File: src/rswt_map.svh
/*
 * Offsets, reset values, selector codes and scaling figures of the receive-start wait timer.
 * Assumes it is included by its bare name wherever these names are used.
 */
`ifndef RSWT_MAP_SVH
`define RSWT_MAP_SVH

`define RSWT_ADDR_PHASE 6'h1B
`define RSWT_ADDR_WAIT 6'h21
`define RSWT_REG_RESET 8'h00
`define RSWT_RD_UNMAPPED 8'h00

`define RSWT_PERIOD_16 2'h1
`define RSWT_PERIOD_32 2'h2
`define RSWT_PERIOD_64 2'h3
`define RSWT_CLKS_16 7'h10
`define RSWT_CLKS_32 7'h20
`define RSWT_CLKS_64 7'h40

`define RSWT_PULSES_16 3'h4
`define RSWT_PULSES_32 3'h5
`define RSWT_PULSES_64 3'h6
`define RSWT_PULSES_MAX 3'h6
`define RSWT_N_1 4'h1
`define RSWT_N_2 4'h2
`define RSWT_N_4 4'h4
`define RSWT_N_8 4'h8

`define RSWT_CODE_MANCH 2'h0
`define RSWT_CODE_BPSK 2'h1
`define RSWT_FRAME_A 2'h1
`define RSWT_FRAME_VICINITY 2'h2
`define RSWT_FRAME_B 2'h3

`define RSWT_CNT_LAST 21'h000001
`define RSWT_CNT_ONE 21'h000001

`endif

File: src/rswt_pkg.sv
/*
 * Types and clock arithmetic shared by the receive-start wait timer modules.
 * Assumes rswt_map.svh is on the include path.
 */
`include "rswt_map.svh"

package rswt_pkg;

    localparam int RSWT_TWAIT_WIDTH = 21;
    localparam int RSWT_ETU_WIDTH = 13;

    typedef logic [RSWT_TWAIT_WIDTH-1:0] rswt_twait_type;
    typedef logic [RSWT_ETU_WIDTH-1:0] rswt_etu_type;

    typedef enum logic [1:0] {
        RSWT_IDLE,
        RSWT_WAIT,
        RSWT_ACTIVE
    } rswt_state_type;

    // clocks per subcarrier pulse; the unused code 00 falls back to 16
    function automatic logic [6:0] rswt_period_clks(input logic [1:0] sel);
        logic [6:0] clks;
        case (sel)
            `RSWT_PERIOD_32: clks = `RSWT_CLKS_32;
            `RSWT_PERIOD_64: clks = `RSWT_CLKS_64;
            default: clks = `RSWT_CLKS_16;
        endcase
        return clks;
    endfunction : rswt_period_clks

    // pulses-per-bit exponent, with the unused code 111 clamped to 64 pulses
    function automatic logic [2:0] rswt_pulse_exp(input logic [2:0] sel);
        return (sel > `RSWT_PULSES_MAX) ? `RSWT_PULSES_MAX : sel;
    endfunction : rswt_pulse_exp

    function automatic rswt_etu_type rswt_etu_clks(input logic [1:0] periodSel, input logic [2:0] pulseSel);
        rswt_etu_type etu;
        etu = RSWT_ETU_WIDTH'(rswt_period_clks(periodSel)) << rswt_pulse_exp(pulseSel);
        return etu;
    endfunction : rswt_etu_clks

    function automatic logic [3:0] rswt_scale_n(input logic [2:0] pulseSel);
        logic [3:0] n;
        case (rswt_pulse_exp(pulseSel))
            `RSWT_PULSES_16: n = `RSWT_N_2;
            `RSWT_PULSES_32: n = `RSWT_N_4;
            `RSWT_PULSES_64: n = `RSWT_N_8;
            default: n = `RSWT_N_1;
        endcase
        return n;
    endfunction : rswt_scale_n

endpackage : rswt_pkg

File: src/rswt_wait_if.sv
/*
 * Carrier between the wait timer control and its down-counter.
 * Assumes both ends run on the same clock.
 */
`timescale 1ns/1ps

interface rswt_wait_if
    import rswt_pkg::*;
();
    logic load;
    rswt_twait_type loadValue;
    logic expire;

    modport ctrl (output load, output loadValue, input expire);
    modport counter (input load, input loadValue, output expire);
endinterface : rswt_wait_if

File: src/rswt_wait_counter.sv
/*
 * Down-counter that measures the wait interval in clock cycles.
 * Assumes load comes from the control in the same clock domain.
 */
`timescale 1ns/1ps

module rswt_wait_counter
    import rswt_pkg::*;
(
    input wire logic clk_sys,
    input wire logic reset,
    rswt_wait_if.counter waitBus
);

    rswt_twait_type count;
    rswt_twait_type next_count;
    logic running;
    logic next_running;

    assign waitBus.expire = running && (count <= `RSWT_CNT_LAST);

    always_comb begin
        next_count = count;
        next_running = running;
        if (waitBus.load) begin
            // a new end of transmission restarts the measurement
            next_count = waitBus.loadValue;
            next_running = 1'h1;
        end else if (waitBus.expire) begin
            next_running = 1'h0;
        end else if (running) begin
            next_count = count - `RSWT_CNT_ONE;
        end
    end

    always_ff @(posedge clk_sys) begin
        if (reset) begin
            count <= '0;
            running <= 1'h0;
        end else begin
            count <= next_count;
            running <= next_running;
        end
    end

endmodule : rswt_wait_counter

File: src/rswt_receive_start_wait_timer.sv
/*
 * Receive-start wait timer: holds the wait and phase registers, computes the wait in clocks
 * from the subcarrier and pulses-per-bit selectors, raises receive start after it and gates
 * the analog receiver supply when automatic power-down is chosen.
 * Assumes a synchronous register port, one-cycle end-of-transmission and reception-done
 * strobes, and selector levels that stay steady during a transfer.
 * The wait settings are taken at the end-of-transmission edge; later changes to the
 * registers or selectors only affect the next wait.
 * The framing field is an input that nothing in the timer uses, and it does not shape the timing.
 */
`timescale 1ns/1ps

`include "rswt_map.svh"

// Behaviour
// - raise receive start after programmed wait
// - wait measured from last transmitted bit
// - wait equals etus times ETU plus phase times N
// - period selector gives 16, 32, 64 clocks
// - pulses-per-bit code k gives 2^k pulses, code 7 gives 64
// - N is 1, 2, 4 or 8
// - auto power-down: receiver on from end of transmission until reception done
// - correlator starts when receive start rises, except with the BPSK line code
module rswt_receive_start_wait_timer
    import rswt_pkg::*;
#(
    parameter int ADDR_WIDTH = 6,
    parameter int DATA_WIDTH = 8
) (
    input wire logic clk_sys,
    input wire logic reset,
    input wire logic [ADDR_WIDTH-1:0] regAddr,
    input wire logic regWrite,
    input wire logic [DATA_WIDTH-1:0] regWrData,
    input wire logic regRead,
    output logic [DATA_WIDTH-1:0] regRdData,
    input wire logic txEnd,
    input wire logic rxDone,
    input wire logic [1:0] subcarrierPeriodSel,
    input wire logic [2:0] pulsesPerBitSel,
    input wire logic rxAutoPowerDown,
    input wire logic [1:0] rxFrameFormat,
    input wire logic [1:0] rxLineCode,
    output logic receiveStart,
    output logic correlatorStart,
    output logic rxPowerOn,
    output logic waitBusy
);

    rswt_wait_if waitBus ();

    rswt_wait_counter u_counter (
        .clk_sys(clk_sys),
        .reset(reset),
        .waitBus(waitBus)
    );

    // registers
    logic [DATA_WIDTH-1:0] rxPhaseFraction;
    logic [DATA_WIDTH-1:0] rxWaitEtus;
    logic [DATA_WIDTH-1:0] next_rxPhaseFraction;
    logic [DATA_WIDTH-1:0] next_rxWaitEtus;
    logic [DATA_WIDTH-1:0] next_regRdData;
    logic phaseWrite;
    logic waitWrite;

    // one address comparison shared by the write and read decoders
    function automatic logic regSelected(
        input logic [ADDR_WIDTH-1:0] addr,
        input logic [ADDR_WIDTH-1:0] target
    );
        return addr == target;
    endfunction : regSelected

    // read multiplexer; unmapped offsets read as a fixed value
    function automatic logic [DATA_WIDTH-1:0] regReadback(
        input logic [ADDR_WIDTH-1:0] addr,
        input logic [DATA_WIDTH-1:0] phase,
        input logic [DATA_WIDTH-1:0] etus
    );
        logic [DATA_WIDTH-1:0] value;
        if (regSelected(addr, ADDR_WIDTH'(`RSWT_ADDR_PHASE))) begin
            value = phase;
        end else if (regSelected(addr, ADDR_WIDTH'(`RSWT_ADDR_WAIT))) begin
            value = etus;
        end else begin
            value = DATA_WIDTH'(`RSWT_RD_UNMAPPED);
        end
        return value;
    endfunction : regReadback

    assign phaseWrite = regWrite && regSelected(regAddr, ADDR_WIDTH'(`RSWT_ADDR_PHASE));
    assign waitWrite = regWrite && regSelected(regAddr, ADDR_WIDTH'(`RSWT_ADDR_WAIT));

    always_comb begin
        next_rxPhaseFraction = rxPhaseFraction;
        next_rxWaitEtus = rxWaitEtus;
        next_regRdData = regRdData;
        if (phaseWrite) begin
            next_rxPhaseFraction = regWrData;
        end
        if (waitWrite) begin
            next_rxWaitEtus = regWrData;
        end
        // a read in the same cycle as a write returns the old value
        if (regRead) begin
            next_regRdData = regReadback(regAddr, rxPhaseFraction, rxWaitEtus);
        end
    end

    always_ff @(posedge clk_sys) begin
        if (reset) begin
            rxPhaseFraction <= DATA_WIDTH'(`RSWT_REG_RESET);
            rxWaitEtus <= DATA_WIDTH'(`RSWT_REG_RESET);
            regRdData <= DATA_WIDTH'(`RSWT_REG_RESET);
        end else begin
            rxPhaseFraction <= next_rxPhaseFraction;
            rxWaitEtus <= next_rxWaitEtus;
            regRdData <= next_regRdData;
        end
    end

    // wait interval in clocks
    // widest case, 255 units of 4096 clocks plus 255 phase steps of 8, fits the wait width
    rswt_etu_type etuClks;
    logic [3:0] scaleN;
    rswt_twait_type etuPart;
    rswt_twait_type phasePart;
    rswt_twait_type twaitClks;

    always_comb begin
        etuClks = rswt_etu_clks(subcarrierPeriodSel, pulsesPerBitSel);
        scaleN = rswt_scale_n(pulsesPerBitSel);
        etuPart = RSWT_TWAIT_WIDTH'(rxWaitEtus) * RSWT_TWAIT_WIDTH'(etuClks);
        phasePart = RSWT_TWAIT_WIDTH'(rxPhaseFraction) * RSWT_TWAIT_WIDTH'(scaleN);
        twaitClks = etuPart + phasePart;
    end

    // control sequence
    rswt_state_type state;
    rswt_state_type next_state;
    logic next_receiveStart;
    logic next_correlatorStart;
    logic next_rxPowerOn;
    logic next_waitBusy;
    logic usesCorrelator;

    assign usesCorrelator = (rxLineCode != `RSWT_CODE_BPSK);

    // every end of transmission reloads the counter, so a retry restarts the wait
    assign waitBus.load = txEnd;
    assign waitBus.loadValue = twaitClks;

    always_comb begin
        next_state = state;
        case (state)
            RSWT_IDLE: begin
                if (txEnd) begin
                    next_state = RSWT_WAIT;
                end
            end
            RSWT_WAIT: begin
                if (txEnd) begin
                    next_state = RSWT_WAIT;
                end else if (waitBus.expire) begin
                    next_state = RSWT_ACTIVE;
                end
            end
            RSWT_ACTIVE: begin
                if (txEnd) begin
                    next_state = RSWT_WAIT;
                end else if (rxDone) begin
                    next_state = RSWT_IDLE;
                end
            end
            default: begin
                next_state = RSWT_IDLE;
            end
        endcase
        next_receiveStart = (next_state == RSWT_ACTIVE);
        next_waitBusy = (next_state == RSWT_WAIT);
    end

    always_ff @(posedge clk_sys) begin
        if (reset) begin
            state <= RSWT_IDLE;
            receiveStart <= 1'h0;
            waitBusy <= 1'h0;
        end else begin
            state <= next_state;
            receiveStart <= next_receiveStart;
            waitBusy <= next_waitBusy;
        end
    end

    // correlator kick: one cycle on the rise of receive start, none with the BPSK line code
    always_comb begin
        next_correlatorStart = usesCorrelator && (next_state == RSWT_ACTIVE) && (state != RSWT_ACTIVE);
    end

    always_ff @(posedge clk_sys) begin
        if (reset) begin
            correlatorStart <= 1'h0;
        end else begin
            correlatorStart <= next_correlatorStart;
        end
    end

    // receiver supply
    always_comb begin
        // with auto power-down the receiver runs only from end of transmission to completion
        next_rxPowerOn = rxAutoPowerDown ? (next_state != RSWT_IDLE) : 1'h1;
    end

    always_ff @(posedge clk_sys) begin
        if (reset) begin
            rxPowerOn <= 1'h0;
        end else begin
            rxPowerOn <= next_rxPowerOn;
        end
    end

endmodule : rswt_receive_start_wait_timer

File: config.mk
export PLATFORM = sky130hd
export DESIGN_NAME = rswt_receive_start_wait_timer
export DESIGN_NICKNAME = d
export VERILOG_FILES = /design/src/rswt_pkg.sv /design/src/rswt_wait_if.sv /design/src/rswt_wait_counter.sv /design/src/rswt_receive_start_wait_timer.sv
export VERILOG_INCLUDE_DIRS = /design/src /design/src/src
export SDC_FILE = /design/constraint.sdc
export NUM_CORES = 1
export LEC_CHECK = 0
export BUFFER_PORTS_ARGS = -buffer_cell sky130_fd_sc_hd__buf_4
export CAP_MARGIN = 20
export CORE_MARGIN = 2
export CORE_UTILIZATION = 46
export DETAILED_ROUTE_END_ITERATION = 7
export PLACE_DENSITY_LB_ADDON = 0.08
export SYNTH_ARGS = -nofsm -noshare
export SYNTH_HDL_FRONTEND = slang
export SYNTH_HIERARCHICAL = 1
export SYNTH_SLANG_ARGS = --single-unit
File: constraint.sdc
create_clock -name clk_sys -period 12.55 [get_ports clk_sys]
set_input_delay 1.255 -clock clk_sys [delete_from_list [all_inputs] [get_ports clk_sys]]
set_output_delay 1.255 -clock clk_sys [all_outputs]
set_load 0.05 [all_outputs]
Word-level counts from Yosys, hierarchy flattened

Index checks and enable logic that the tools add are counted.

Eq/ne operators: 14
Multipliers: 2
Add/sub/neg operators: 2
Magnitude comparators: 2
Muxes and demuxes: 17
Shifts and indexed selects: 1
Reduce and logical (&&, ||, !) cells: 10

Operator list:

| operator                                                                           | count |
|---|---|
| 21-bit two-way mux                                                                 | 3 |
| 21-bit by 12-bit adder with 21-bit output                                          | 1 |
| 21-bit by 1-bit less-or-equal comparator with 1-bit output (second input constant) | 1 |
| 8-bit by 13-bit multiplier with 21-bit output                                      | 1 |
| 21-bit by 1-bit subtractor with 21-bit output (second input constant)              | 1 |
| 8-bit two-way mux                                                                  | 2 |
| 7-bit one-hot mux with 2 select lines                                              | 1 |
| 7-bit by 3-bit left shift with 13-bit output                                       | 1 |
| 8-bit by 4-bit multiplier with 12-bit output                                       | 1 |
| 4-bit one-hot mux with 3 select lines                                              | 1 |
| 2-bit two-way mux                                                                  | 5 |
| 3-bit == test (second input constant)                                              | 3 |
| 2-bit == test (second input constant)                                              | 4 |
| 6-bit by 5-bit == test with 1-bit output (second input constant)                   | 1 |
| 6-bit == test (second input constant)                                              | 1 |
| 2-bit one-hot mux with 3 select lines                                              | 1 |
| 2-bit nonzero test                                                                 | 3 |
| 1-bit logical AND                                                                  | 5 |
| 2-bit by 1-bit == test with 1-bit output (second input constant)                   | 2 |
| 2-bit inequality test (second input constant)                                      | 2 |
| 3-bit > comparator (second input constant)                                         | 1 |
| 1-bit two-way mux                                                                  | 3 |
| 3-bit two-way mux                                                                  | 1 |
| 2-bit logical NOT                                                                  | 1 |
| 2 further kinds                                                                    | 2 |

Logic and storage cells: 58
Input bits: 30
Output and inout bits: 12
Register bits after elaboration: 52

Longest topological paths before layout

Gate-level depths: netlist of the first run.

Word-level depth: 8
Gate-level depth with buffers: 25
Depth with buffers taken out: 23

Hierarchy

Netlist of the first run, hierarchy kept.

Modules (own cells, without submodules):

| module                        | times used | seq. area each (um2) | cells an instance | area each (um2) |
|---|---|---|---|---|
| rswt_receive_start_wait_timer | 1          | 600.6                | 590               | 4981.0 |
| rswt_wait_counter             | 1          | 440.4                | 165               | 1321.3 |

Worst setup path after synthesis of the first run

OpenSTA, ideal clock, no wires.

Path kind: input to register
Start point: in pulsesPerBitSel[0]
End point: reg u_counter.count[20]
Arrival time: 6504 ps
Data required time: 12459 ps
Buffers on the path: 2
Stages on the path: 23
Setup time: 91 ps
Slack: 5955 ps
Path through: buf_2 > nor3b_1 > a21oi_1 > mux2_2 > nor2_1 > nand2_1 > fa_1 > inv_1 > fa_1 > ha_1 > fa_1 > inv_1 > fa_1 > inv_1 > ha_1 > buf_6 > a211o_1 > a221oi_4 > o21ai_1 > a21oi_1 > xnor2_1 > nor2_1 > a311oi_1

Cells in the longest elaborated chain, start to end: 7
Elaborated cells on any way between the ends: 11
Those cells by class: add/sub (1); mul (2); order compare (1); eq/ne (3); shift (1); mux (3)

Ends and longest elaborated chain:

| element                                                                                               | RTL line                             | source |
|---|---|---|
| start: declaration                                                                                    | rswt_receive_start_wait_timer.sv:40  | `input wire logic [2:0] pulsesPerBitSel,` |
| 3-bit > comparator (no line)                                                                          | n/a                                  |  |
| 3-bit two-way mux *                                                                                   | rswt_pkg.sv:34                       | `` return (sel > `RSWT_PULSES_MAX) ? `RSWT_PULSES_MAX : sel; `` |
| parallel branches: the longest is 3 deep, another holds 8-bit by 13-bit multiplier with 21-bit output | n/a                                  |  |
| 21-bit by 12-bit adder with 21-bit output *                                                           | rswt_receive_start_wait_timer.sv:136 | `twaitClks = etuPart + phasePart;` |
| net twaitClks[20]                                                                                     | rswt_receive_start_wait_timer.sv:129 | `rswt_twait_type twaitClks;` |
| 21-bit two-way mux *                                                                                  | rswt_wait_counter.sv:25              | `if (waitBus.load) begin` |
| end signal: assignment                                                                                | rswt_wait_counter.sv:41              | `count <= next_count;` |
| end: declaration                                                                                      | rswt_wait_counter.sv:15              | `rswt_twait_type count;` |

Mark *: on every way through the listed nets, which the timed path passes.
A chain may end at the register's enable or synchronous reset.

Final worst setup path of the first run

Start point: in pulsesPerBitSel[0]
End point: reg u_counter.count[18]

Same word-level chain as after synthesis.

==> flow_summary.yaml, run 1 <==
place:
  dpl-instance-area_mm2: 0.00670
  io_buffers: 39
  dpl.hpwl_um: 11000
  gp_congestion: 0.852
  place_inst: 938
clock_network:
  h-tree-depth: 2
  ctsLongestPathBuffers: 2
  numCtsBuffers: 5
  insertion_delay_ps: 290
  cts_tree: "done"
  cts_sinks: 52
  postCtsSetupBuffers: 0
  cts_resized: 0
  postCtsHoldBufs: 0
  root_buffer: "clkbuf_16"
  clk_pin_slew_worst_paths_ps: 70
global_routing:
  grt_pass1_vias: 5062
  grt_max_degree: 54
  grt_pass1_wl_um: 23900
  grt_usage: 0.198
  grt_antenna_before_repair: 0
  overflow: 0
power:
  clockPowerShare: 0.357
  power_density_mw_per_mm2: 56.2
  switching_share: 0.293
  peakVddDrop_uv: 43.1
  pwr-share-seq: 0.462
  p_comb_frac: 0.181
  p_switching_mw: 0.113
  p_leak_nw: 3.11
  p_int_mw: 0.272
yosys:
  synth_top_area_frac: 0.216
  synth_warnings: 6
  netlist_area_mm2: 0.00630
  synth-edff-count: 0
  synth_common_cells: "inv_1 (112), nand2_1 (78), fa_1 (68), ha_1 (62), dfxtp_1 (52)"
  synth-seq-cells: 52
  syn_nets: 915
  synth.most_common_cell: "inv_1"
  yosysSeqAreaShare: 0.165
  synth_area_leaders: "fa_1 (22%), dfxtp_1 (17%), ha_1 (12%)"
  async_flop_share: 0
  synth_flop_cell: "dfxtp_1"
  syn_area_per_cell_um2: 8.35
  yosysTopAreaCell: "fa_1"
  postSynthCellCount: 755
  synth_cell_types: 63
floorplanning:
  initial_core_util: 0.474
  die_w_um: 121
  row_count: 42
  coreArea_mm2: 0.0133
  die_area_mm2: 0.0147
  die_h_um: 121
  io_pins: 42
worst_setup_path:
  max_stage_delay_ps: 570
  cp_max_fo: 8
  slowest_stage: "fa_1"
  required_ps: 12750
  critPathBufInv: 2
  path_common_cell: "fa_1"
  end_kind: "flop"
  critPathTopFamily: "adder cells"
  crit_type: "input port to flop"
  crit_chain: "buf_4, nor3b_1, a21oi_1, mux2_2, nor2_1, nand2_1, fa_1, inv_1, fa_1, fa_1, fa_1, fa_1, ha_1, and4_4, o211ai_1, or2_1, a2111o_1, o211ai_1, nor2_1, a311oi_1"
  crit_path_start_kind: "input port"
  crit_arrival_ps: 6960
detailed_routing:
  drt_drc_violations_left: 0
  drt_first_iter_violations: 354
  postRouteAntennaNets: 0
  routed_via_density: 5.50
  routedWlPerCell_um: 14.6
  dr.pass1.iters: 6
  postRouteWirelength_um: 13800
  dr_total_vias: 5199
sta:
  fin_crit_sh: 0.539
  setup_tns_ps: 0
  fmax_ghz: 0.148
  clock_skew_ps: 5.94
  grt_setup_unrepaired: "no"
  max_slew_margin: 0.382
  setup_viol: 0
  fin_crit_ps: 6760
  tightest_slew_ps: 920
  hold_viol_final: 0
  slew_viol_final: 0
layout:
  final_cell_area_mm2: 0.00684
  drive_gt1_frac: 0.0922
  postLayoutCoreUtil: 0.515
  area_delta_synth_final_pct: 8.56
  fin_nets: 929
  diodes: 0
  nFillCells: 1278
  fin_cells: 946
status:
  outcome: "completed"
worst_hold_path:
  hold_path_class: "flop to flop"
job:
  cap_violations: 0
## cell families after synthesis
group           synth area share
compound gates             0.143
fa+ha+maj                  0.339
mux                      0.00337
buf+inv                   0.0925
xor+xnor                  0.0208
flops                      0.165
simple gates               0.236
## per-stage QoR
stage          setup WS (ps)  power [mW]  hold WS, ps
2_1_floorplan           5960       0.228          470
3_3_place_gp            5520       0.249          475
4_1_cts                 5790       0.389          495
5_1_grt                 5390       0.405          524
3_5_place_dp            5470       0.251          485
6_report                5790       0.384          486
## metal layers
layer,vias up,global-route usage,wire (um)
met5,-,0,0
li1,2572,-,-
met3,14,0.0221,473
met1,2538,0.276,6360
met4,0,0.0436,172
met2,75,0.333,6770
## worst paths after layout
kind                                         start                   to  slack (ps)  cells after the start
worst min register to register        regRdData[5]         regRdData[5]         490                      2
worst max register to register       rxWaitEtus[4]  u_counter/count[18]        7300                     15
worst max-delay path            pulsesPerBitSel[0]  u_counter/count[18]        5790                     20
worst min-delay path                  regRdData[5]         regRdData[5]         490                      2
## area by class of cell
class | count | area [um2] | share of cell area
multi-input cells | 554 | 4680 | 0.685
repair buffers | 44 | 330 | 0.0483
clock buffers | 6 | 129 | 0.0188
well taps | 176 | 220 | 0.0322
flip-flops and latches | 52 | 1040 | 0.152
clock inverters | 2 | 16.3 | 0.00238
inverters | 112 | 420 | 0.0614
## tightest hold or removal path, cell delays in order, from the launching register on
cell and delay, ps:
dfxtp_1 310, nor2_1 80, a211oi_1 50
## cell usage in the layout (no fill, tap or decap), drive strengths merged, types with 2 or more instances in the layout
cell type | Yosys | routed
o21a | 3 | 3
and3 | 8 | 8
a31oi | 4 | 4
a211oi | 14 | 14
o31ai | 8 | 8
a21o | 6 | 6
a2111oi | 2 | 2
or3 | 17 | 17
and2 | 43 | 43
nand4b | 4 | 4
o22ai | 2 | 2
o21ai | 16 | 16
or2 | 6 | 6
a21oi | 31 | 31
nand2b | 11 | 11
xnor2 | 10 | 10
xor2 | 5 | 5
and4 | 2 | 2
nor2 | 44 | 44
o211ai | 4 | 4
nand3 | 25 | 25
or4b | 2 | 2
o311ai | 2 | 2
nor4 | 7 | 7
nand2 | 78 | 78
inv | 112 | 112
or4 | 12 | 12
a22oi | 8 | 8
ha | 62 | 62
clkbuf | 27 | 6
nor3b | 5 | 5
buf | 10 | 44
a311oi | 16 | 16
fa | 68 | 68
dfxtp | 52 | 52
nor2b | 6 | 6
nor3 | 10 | 10
## state kept, by name, summed over array words and instances (netlist names)
register and flops:
correlatorStart 1, receiveStart 1, regRdData 8, rxPhaseFraction 8, rxPowerOn 1, rxWaitEtus 8
state 2, u_counter/count 21, u_counter/running 1, waitBusy 1
## power groups by stage
stage / registers (mW) / logic (mW) / clock network, mW
floorplan: 0.185 / 0.0427 / 0
global placement: 0.181 / 0.0682 / 0
detailed placement: 0.181 / 0.0696 / 0
CTS: 0.177 / 0.0700 / 0.142
global route: 0.178 / 0.0775 / 0.149
finish: 0.177 / 0.0697 / 0.137
(Power assumes the default switching activity.)
==> run 2, diff against run 1 <==
--- a/config.mk
+++ b/config.mk
@@ -6,6 +6,7 @@
 export SDC_FILE = /design/constraint.sdc
 export NUM_CORES = 1
 export LEC_CHECK = 0
+export ABC_AREA = 1
 export BUFFER_PORTS_ARGS = -buffer_cell sky130_fd_sc_hd__buf_4
 export CAP_MARGIN = 20
 export CORE_MARGIN = 2
==> constraint.sdc (replaced) <==
create_clock -name clk_sys -period 5.6 [get_ports clk_sys]
set_input_delay 0.56 -clock clk_sys [delete_from_list [all_inputs] [get_ports clk_sys]]
set_output_delay 0.56 -clock clk_sys [all_outputs]
set_load 0.05 [all_outputs]
==> run 2 against run 1 <==
Via count up 19%; synthesized area up 8.9%; clock-buffer cell count unchanged; clock skew up 3.4 ps; die area up 8.6%; total power rose to 2.7 times the previous value; first-iteration DRC count up 20%; sequential power up 130%; combinational power rose to 4.2 times the previous value; non-clock buffer count up 27; synthesized cell count up 37%; flip-flop and latch count unchanged; critical endpoint is now u_counter/count[16]; highest routed layer unchanged.
==> flow_summary.yaml, run 2 <==
layout:
  final_common_cell: "nand2_1"
  diodes: 0
  nFillCells: 1557
  largest_reg_flops: 21
  area_delta_synth_final_pct: 11.7
  drive_gt1_frac: 0.114
  fin_cells: 1275
  regMostFlops: "u_counter/count"
  final_cell_area_mm2: 0.00767
  fin_nets: 1250
  final_cell_mix: "nand2_1 (254), inv_1 (210), nor2_1 (154)"
worst_setup_path:
  required_ps: 5800
  cp_max_fo: 7
  slowest_stage: "fa_1"
  reg2reg_to: "u_counter/count[16]"
  end_kind: "flop"
  regToRegStartpoint: "rxPhaseFraction[5]"
  critPathTopFamily: "adder cells"
  regToRegSetupSlack_ps: 690
  crit_arrival_ps: 5500
  max_stage_delay_ps: 560
  critPathBufInv: 7
  path_common_cell: "nand2_1"
  r2r_cells: 23
  crit_type: "input port to flop"
  crit_path_start_kind: "input port"
place:
  preCtsSetupSlack_ps: 41.9
  gp_congestion: 0.816
  dpl.hpwl_um: 13100
  io_buffers: 39
  place_inst: 1266
  dpl-instance-area_mm2: 0.00750
detailed_routing:
  dr_total_vias: 6206
  postRouteAntennaNets: 0
  routedWlPerCell_um: 12.4
  dr.pass1.iters: 5
  drt_first_iter_violations: 425
  drt_drc_violations_left: 0
  routed_via_density: 4.87
  postRouteWirelength_um: 15800
floorplanning:
  row_count: 44
  io_pins: 42
  initial_core_util: 0.472
  die_area_mm2: 0.0159
  coreArea_mm2: 0.0145
  die_w_um: 126
  die_h_um: 126
clock_network:
  numCtsBuffers: 5
  ctsLongestPathBuffers: 2
  root_buffer: "clkbuf_16"
  postCtsHoldBufs: 0
  clk_pin_slew_worst_paths_ps: 70
  cts_tree: "done"
  insertion_delay_ps: 300
  cts_sinks: 52
  h-tree-depth: 2
yosys:
  synth_cell_types: 37
  postSynthCellCount: 1035
  synth_common_cells: "nand2_1 (254), inv_1 (211), nor2_1 (154), nand3_1 (79), fa_1 (68)"
  netlist_area_mm2: 0.00687
  synth_top_area_frac: 0.198
  synth.most_common_cell: "nand2_1"
  yosysTopAreaCell: "fa_1"
  synth-edff-count: 0
  syn_area_per_cell_um2: 6.63
  synth-seq-cells: 52
  async_flop_share: 0
  syn_nets: 1195
  synth_area_leaders: "fa_1 (20%), dfxtp_1 (15%), nand2_1 (14%)"
  yosysSeqAreaShare: 0.152
  synth_warnings: 6
  synth_flop_cell: "dfxtp_1"
power:
  p_leak_nw: 4.21
  total_power_mw: 1.02
  power_density_mw_per_mm2: 133
  peakVddDrop_uv: 119
worst_hold_path:
  hold_path_class: "input port to flop"
  holdPathStages: 2
  worstHoldStart: "rxAutoPowerDown"
  holdPathEnd: "rxPowerOn"
sta:
  setup_viol: 0
  fin_crit_ps: 5300
  slew_viol_final: 0
  fmax_ghz: 0.189
  clock_skew_ps: 9.30
  tightest_slew_ps: 699
  max_slew_margin: 0.534
  setup_slack_ps: 296
  fin_crit_sh: 0.947
  hold_viol_final: 0
global_routing:
  grt_usage: 0.216
  grt_pass1_wl_um: 28200
  overflow: 0
  grt_antenna_before_repair: 0
  grt_pass1_vias: 6028
  grt_max_degree: 45
job:
  cap_violations: 0
status:
  outcome: "completed"
run 2: changes by cell type in the layout (fill, tap and decap cells not counted), moves of 11 or more:
cell and change:
nor2_2 +19, nand3_1 +53, nand2b_1 -11, nand4_1 +11
buf_4 +27, a311oi_1 -16, nand2_1 +176, nor2_1 +110
and2_1 -42, a211oi_1 -13, or3_1 -17, inv_1 +98
a21oi_1 -11
run 2: metrics by stage:
step                      hold WS, ps  TNS, ps  utilization
final                             444        0        0.528
after global routing              449    -4.37        0.528
after CTS                         437        0        0.527
after detailed placement          506        0        0.516
after global placement            501        0        0.516
after floorplan                   462        0            -
run 2: per-layer routing:
metal,vias to the layer above,part of all wire,wire length [um],track usage
li1,3248,-,-,-
met1,2843,0.48,7610,0.294
met2,102,0.47,7420,0.370
met3,13,0.036,572,0.0263
met4,0,0.012,195,0.0433
met5,-,0,0,0
run 2: worst max-delay path by stage:
| stage | slack (ps) | startpoint | endpoint | cells past startpoint |
|---|---|---|---|---|
| after floorplan | 140 | pulsesPerBitSel[2] | u_counter/count[13] | 22 |
| after global placement | 80 | pulsesPerBitSel[2] | u_counter/count[16] | 29 |
| after detailed placement | 40 | pulsesPerBitSel[2] | u_counter/count[16] | 29 |
| after CTS | 340 | pulsesPerBitSel[2] | u_counter/count[16] | 29 |
| after global routing | -4 | pulsesPerBitSel[2] | u_counter/count[16] | 29 |
| final | 300 | pulsesPerBitSel[2] | u_counter/count[16] | 29 |
run 2: cells by family (layout without fill, tap and decap cells):
family,count (synthesis),count (layout),synth area share
AND/OR/NAND/NOR,544,544,0.341
buffers and inverters,240,296,0.137
flip-flops,52,52,0.152
XOR/XNOR,11,11,0.0140
AO/OA/AOI/OAI,58,58,0.0448
adder cells (fa/ha/maj),130,130,0.311
run 2: layout make-up:
class / count / area [um2] / area share
tap: 184 / 230 / 0.0300
timing repair buffer: 71 / 533 / 0.0695
multi-input combinational: 743 / 4890 / 0.637
sequential: 52 / 1040 / 0.136
clock inverter: 2 / 15.0 / 0.00196
inverter: 217 / 822 / 0.107
clock buffer: 6 / 139 / 0.0181
run 2: timing repair:
item,CTS,global route
buffers inserted,0,1
setup endpoints to repair,0,2
endpoints found under the hold margin,0,0
gates resized for setup,0,2
run 2: worst reg2reg max path: stages (launching register included):
cell and delay [ps]:
dfxtp_1 340, inv_1 110, nor2_1 170, fa_1 470, fa_1 550, inv_1 60, fa_1 500, fa_1 540
inv_1 50, fa_1 470, ha_1 370, nand2_1 120, nand3_1 120, nand2_1 80, nand2_1 120, nand2_1 100
nand2_1 50, nand2_1 50, nand2_1 40, or2_2 290, nand2_1 70, nand2_1 50, inv_1 60, nor2_1 30
run 2: power breakdown:
| group | internal [mW] | switching [mW] |
|---|---|---|
| logic | 0.0997 | 0.190 |
| registers | 0.390 | 0.0187 |
| clock network | 0.178 | 0.145 |
==> run 3, diff against run 2 <==
--- a/config.mk
+++ b/config.mk
@@ -9,8 +9,10 @@
 export ABC_AREA = 1
 export BUFFER_PORTS_ARGS = -buffer_cell sky130_fd_sc_hd__buf_4
 export CAP_MARGIN = 20
+export CORE_ASPECT_RATIO = 1.4
 export CORE_MARGIN = 2
 export CORE_UTILIZATION = 46
+export CTS_CLUSTER_SIZE = 20
 export DETAILED_ROUTE_END_ITERATION = 7
 export PLACE_DENSITY_LB_ADDON = 0.08
 export SYNTH_ARGS = -nofsm -noshare
==> run 3 against run 2 <==
Global-route usage up 0.66 points; largest cell class unchanged; flip-flop and latch count unchanged; critical path type unchanged; final area down 0.15%; die area about the same; first-iteration DRC count down 39%; worst hold slack worse by 6.0 ps; core utilization about the same.
==> flow_summary.yaml, run 3 (synthesis results as in run 2) <==
status:
  outcome: "completed"
sta:
  fin_crit_ps: 5190
  slew_viol_final: 0
  fmax_ghz: 0.193
  clock_skew_ps: 6.97
  fin_crit_sh: 0.927
  max_slew_margin: 0.500
  tightest_slew_ps: 748
  setup_tns_ps: 0
  setup_viol: 0
  grt_setup_unrepaired: "no"
  hold_viol_final: 0
worst_setup_path:
  required_ps: 5800
  slowest_stage: "fa_1"
  path_common_cell: "nand2_1"
  end_kind: "flop"
  r2r_cells: 23
  max_stage_delay_ps: 540
  cp_max_fo: 6
  critPathBufInv: 4
  reg2reg_to: "u_counter/count[16]"
  regToRegSetupSlack_ps: 690
  critPathTopFamily: "adder cells"
  cp.depth: 25
  crit_type: "input port to flop"
  crit_arrival_ps: 5390
  regToRegStartpoint: "rxWaitEtus[5]"
  crit_path_start_kind: "input port"
power:
  peakVddDrop_uv: 161
  p_leak_nw: 4.20
  power_density_mw_per_mm2: 137
worst_hold_path:
  holdPathEnd: "rxPowerOn"
  worstHoldStart: "rxAutoPowerDown"
  holdPathStages: 2
  hold_path_class: "input port to flop"
clock_network:
  cts_resized: 0
  cts_sinks: 52
  root_buffer: "clkbuf_16"
  postCtsSetupBuffers: 0
  cts_tree: "done"
  insertion_delay_ps: 310
  h-tree-depth: 2
  clk_pin_slew_worst_paths_ps: 70
  postCtsHoldBufs: 0
  ctsLongestPathBuffers: 2
  numCtsBuffers: 5
place:
  dpl-instance-area_mm2: 0.00749
  dpl.hpwl_um: 13400
  io_buffers: 39
  gp_congestion: 0.844
floorplanning:
  initial_core_util: 0.473
  row_count: 52
  die_area_mm2: 0.0159
  die_w_um: 107
  io_pins: 42
  coreArea_mm2: 0.0145
  die_h_um: 149
layout:
  nFillCells: 1530
  final_cell_area_mm2: 0.00766
  area_delta_synth_final_pct: 11.5
  drive_gt1_frac: 0.108
  regMostFlops: "u_counter/count"
  largest_reg_flops: 21
  fin_nets: 1247
  diodes: 0
  final_cell_mix: "nand2_1 (254), inv_1 (211), nor2_1 (154)"
  final_common_cell: "nand2_1"
job:
  cap_violations: 0
global_routing:
  grt_max_degree: 41
  grt_pass1_vias: 6089
  overflow: 0
  grt_usage: 0.222
  grt_pass1_wl_um: 28200
  grt_antenna_before_repair: 0
detailed_routing:
  routedWlPerCell_um: 12.7
  routed_via_density: 4.82
  postRouteWirelength_um: 16300
  postRouteAntennaNets: 0
  dr.pass1.iters: 5
  drt_first_iter_violations: 260
  dr_total_vias: 6150
  drt_drc_violations_left: 0
## run 3: cell types whose count changed in the layout (fill, tap and decap cells not counted), sizes merged
cell | previous run | this run
buf | 71 | 68
clkinv | 2 | 3
bufinv | 0 | 1
clkinvlp | 2 | 0
## run 3: power by group
group          switching [mW]  total, mW  internal (mW)
logic                   0.188      0.287         0.0991
clock network           0.145      0.356          0.211
registers              0.0191      0.409          0.390
total                   0.352       1.05          0.700
## run 3: final cells by class
type | count | area (um2) | area share
clock inverter | 2 | 35.0 | 0.00458
inverter | 217 | 822 | 0.107
tap | 189 | 236 | 0.0309
clock buffer | 6 | 129 | 0.0168
sequential | 52 | 1040 | 0.136
multi-input combinational | 743 | 4880 | 0.638
timing repair buffer | 68 | 510 | 0.0667
## run 3: through the flow
step                 util  cells  setup WS [ps]  hold slack [ps]  power (mW)
global route        0.528   1277           16.9              430        1.12
finish              0.528   1277            410              438        1.05
CTS                 0.528   1277            430              430        1.06
floorplan               -   1035            138              462       0.622
detailed placement  0.516   1269            107              514       0.704
global placement    0.516   1269            138              510       0.702
## run 3: per-layer routing
metal,up-vias,GRT usage,wire length [um]
li1,3231,-,-
met3,20,0.0250,343
met2,66,0.418,8630
met1,2833,0.263,6980
met4,0,0.0610,326
met5,-,0,0
## run 3: worst max-delay path by stage
stage                                   from             endpoint  slack, ps
after floorplan           pulsesPerBitSel[2]  u_counter/count[13]        140
after global placement    pulsesPerBitSel[2]  u_counter/count[16]        140
after detailed placement  pulsesPerBitSel[2]  u_counter/count[16]        110
after CTS                 pulsesPerBitSel[2]  u_counter/count[16]        430
after global routing      pulsesPerBitSel[2]  u_counter/count[16]         20
final                     pulsesPerBitSel[1]  u_counter/count[16]        410
## run 3: worst reg2reg max path, delay by kind of cell (launching register included)
kind / cells / cell delay [ps]
AO/OA/AOI/OAI: 1 / 140
adder cells (fa/ha/maj): 6 / 2710
buffers and inverters: 5 / 250
flip-flops: 1 / 610
AND/OR/NAND/NOR: 11 / 1090
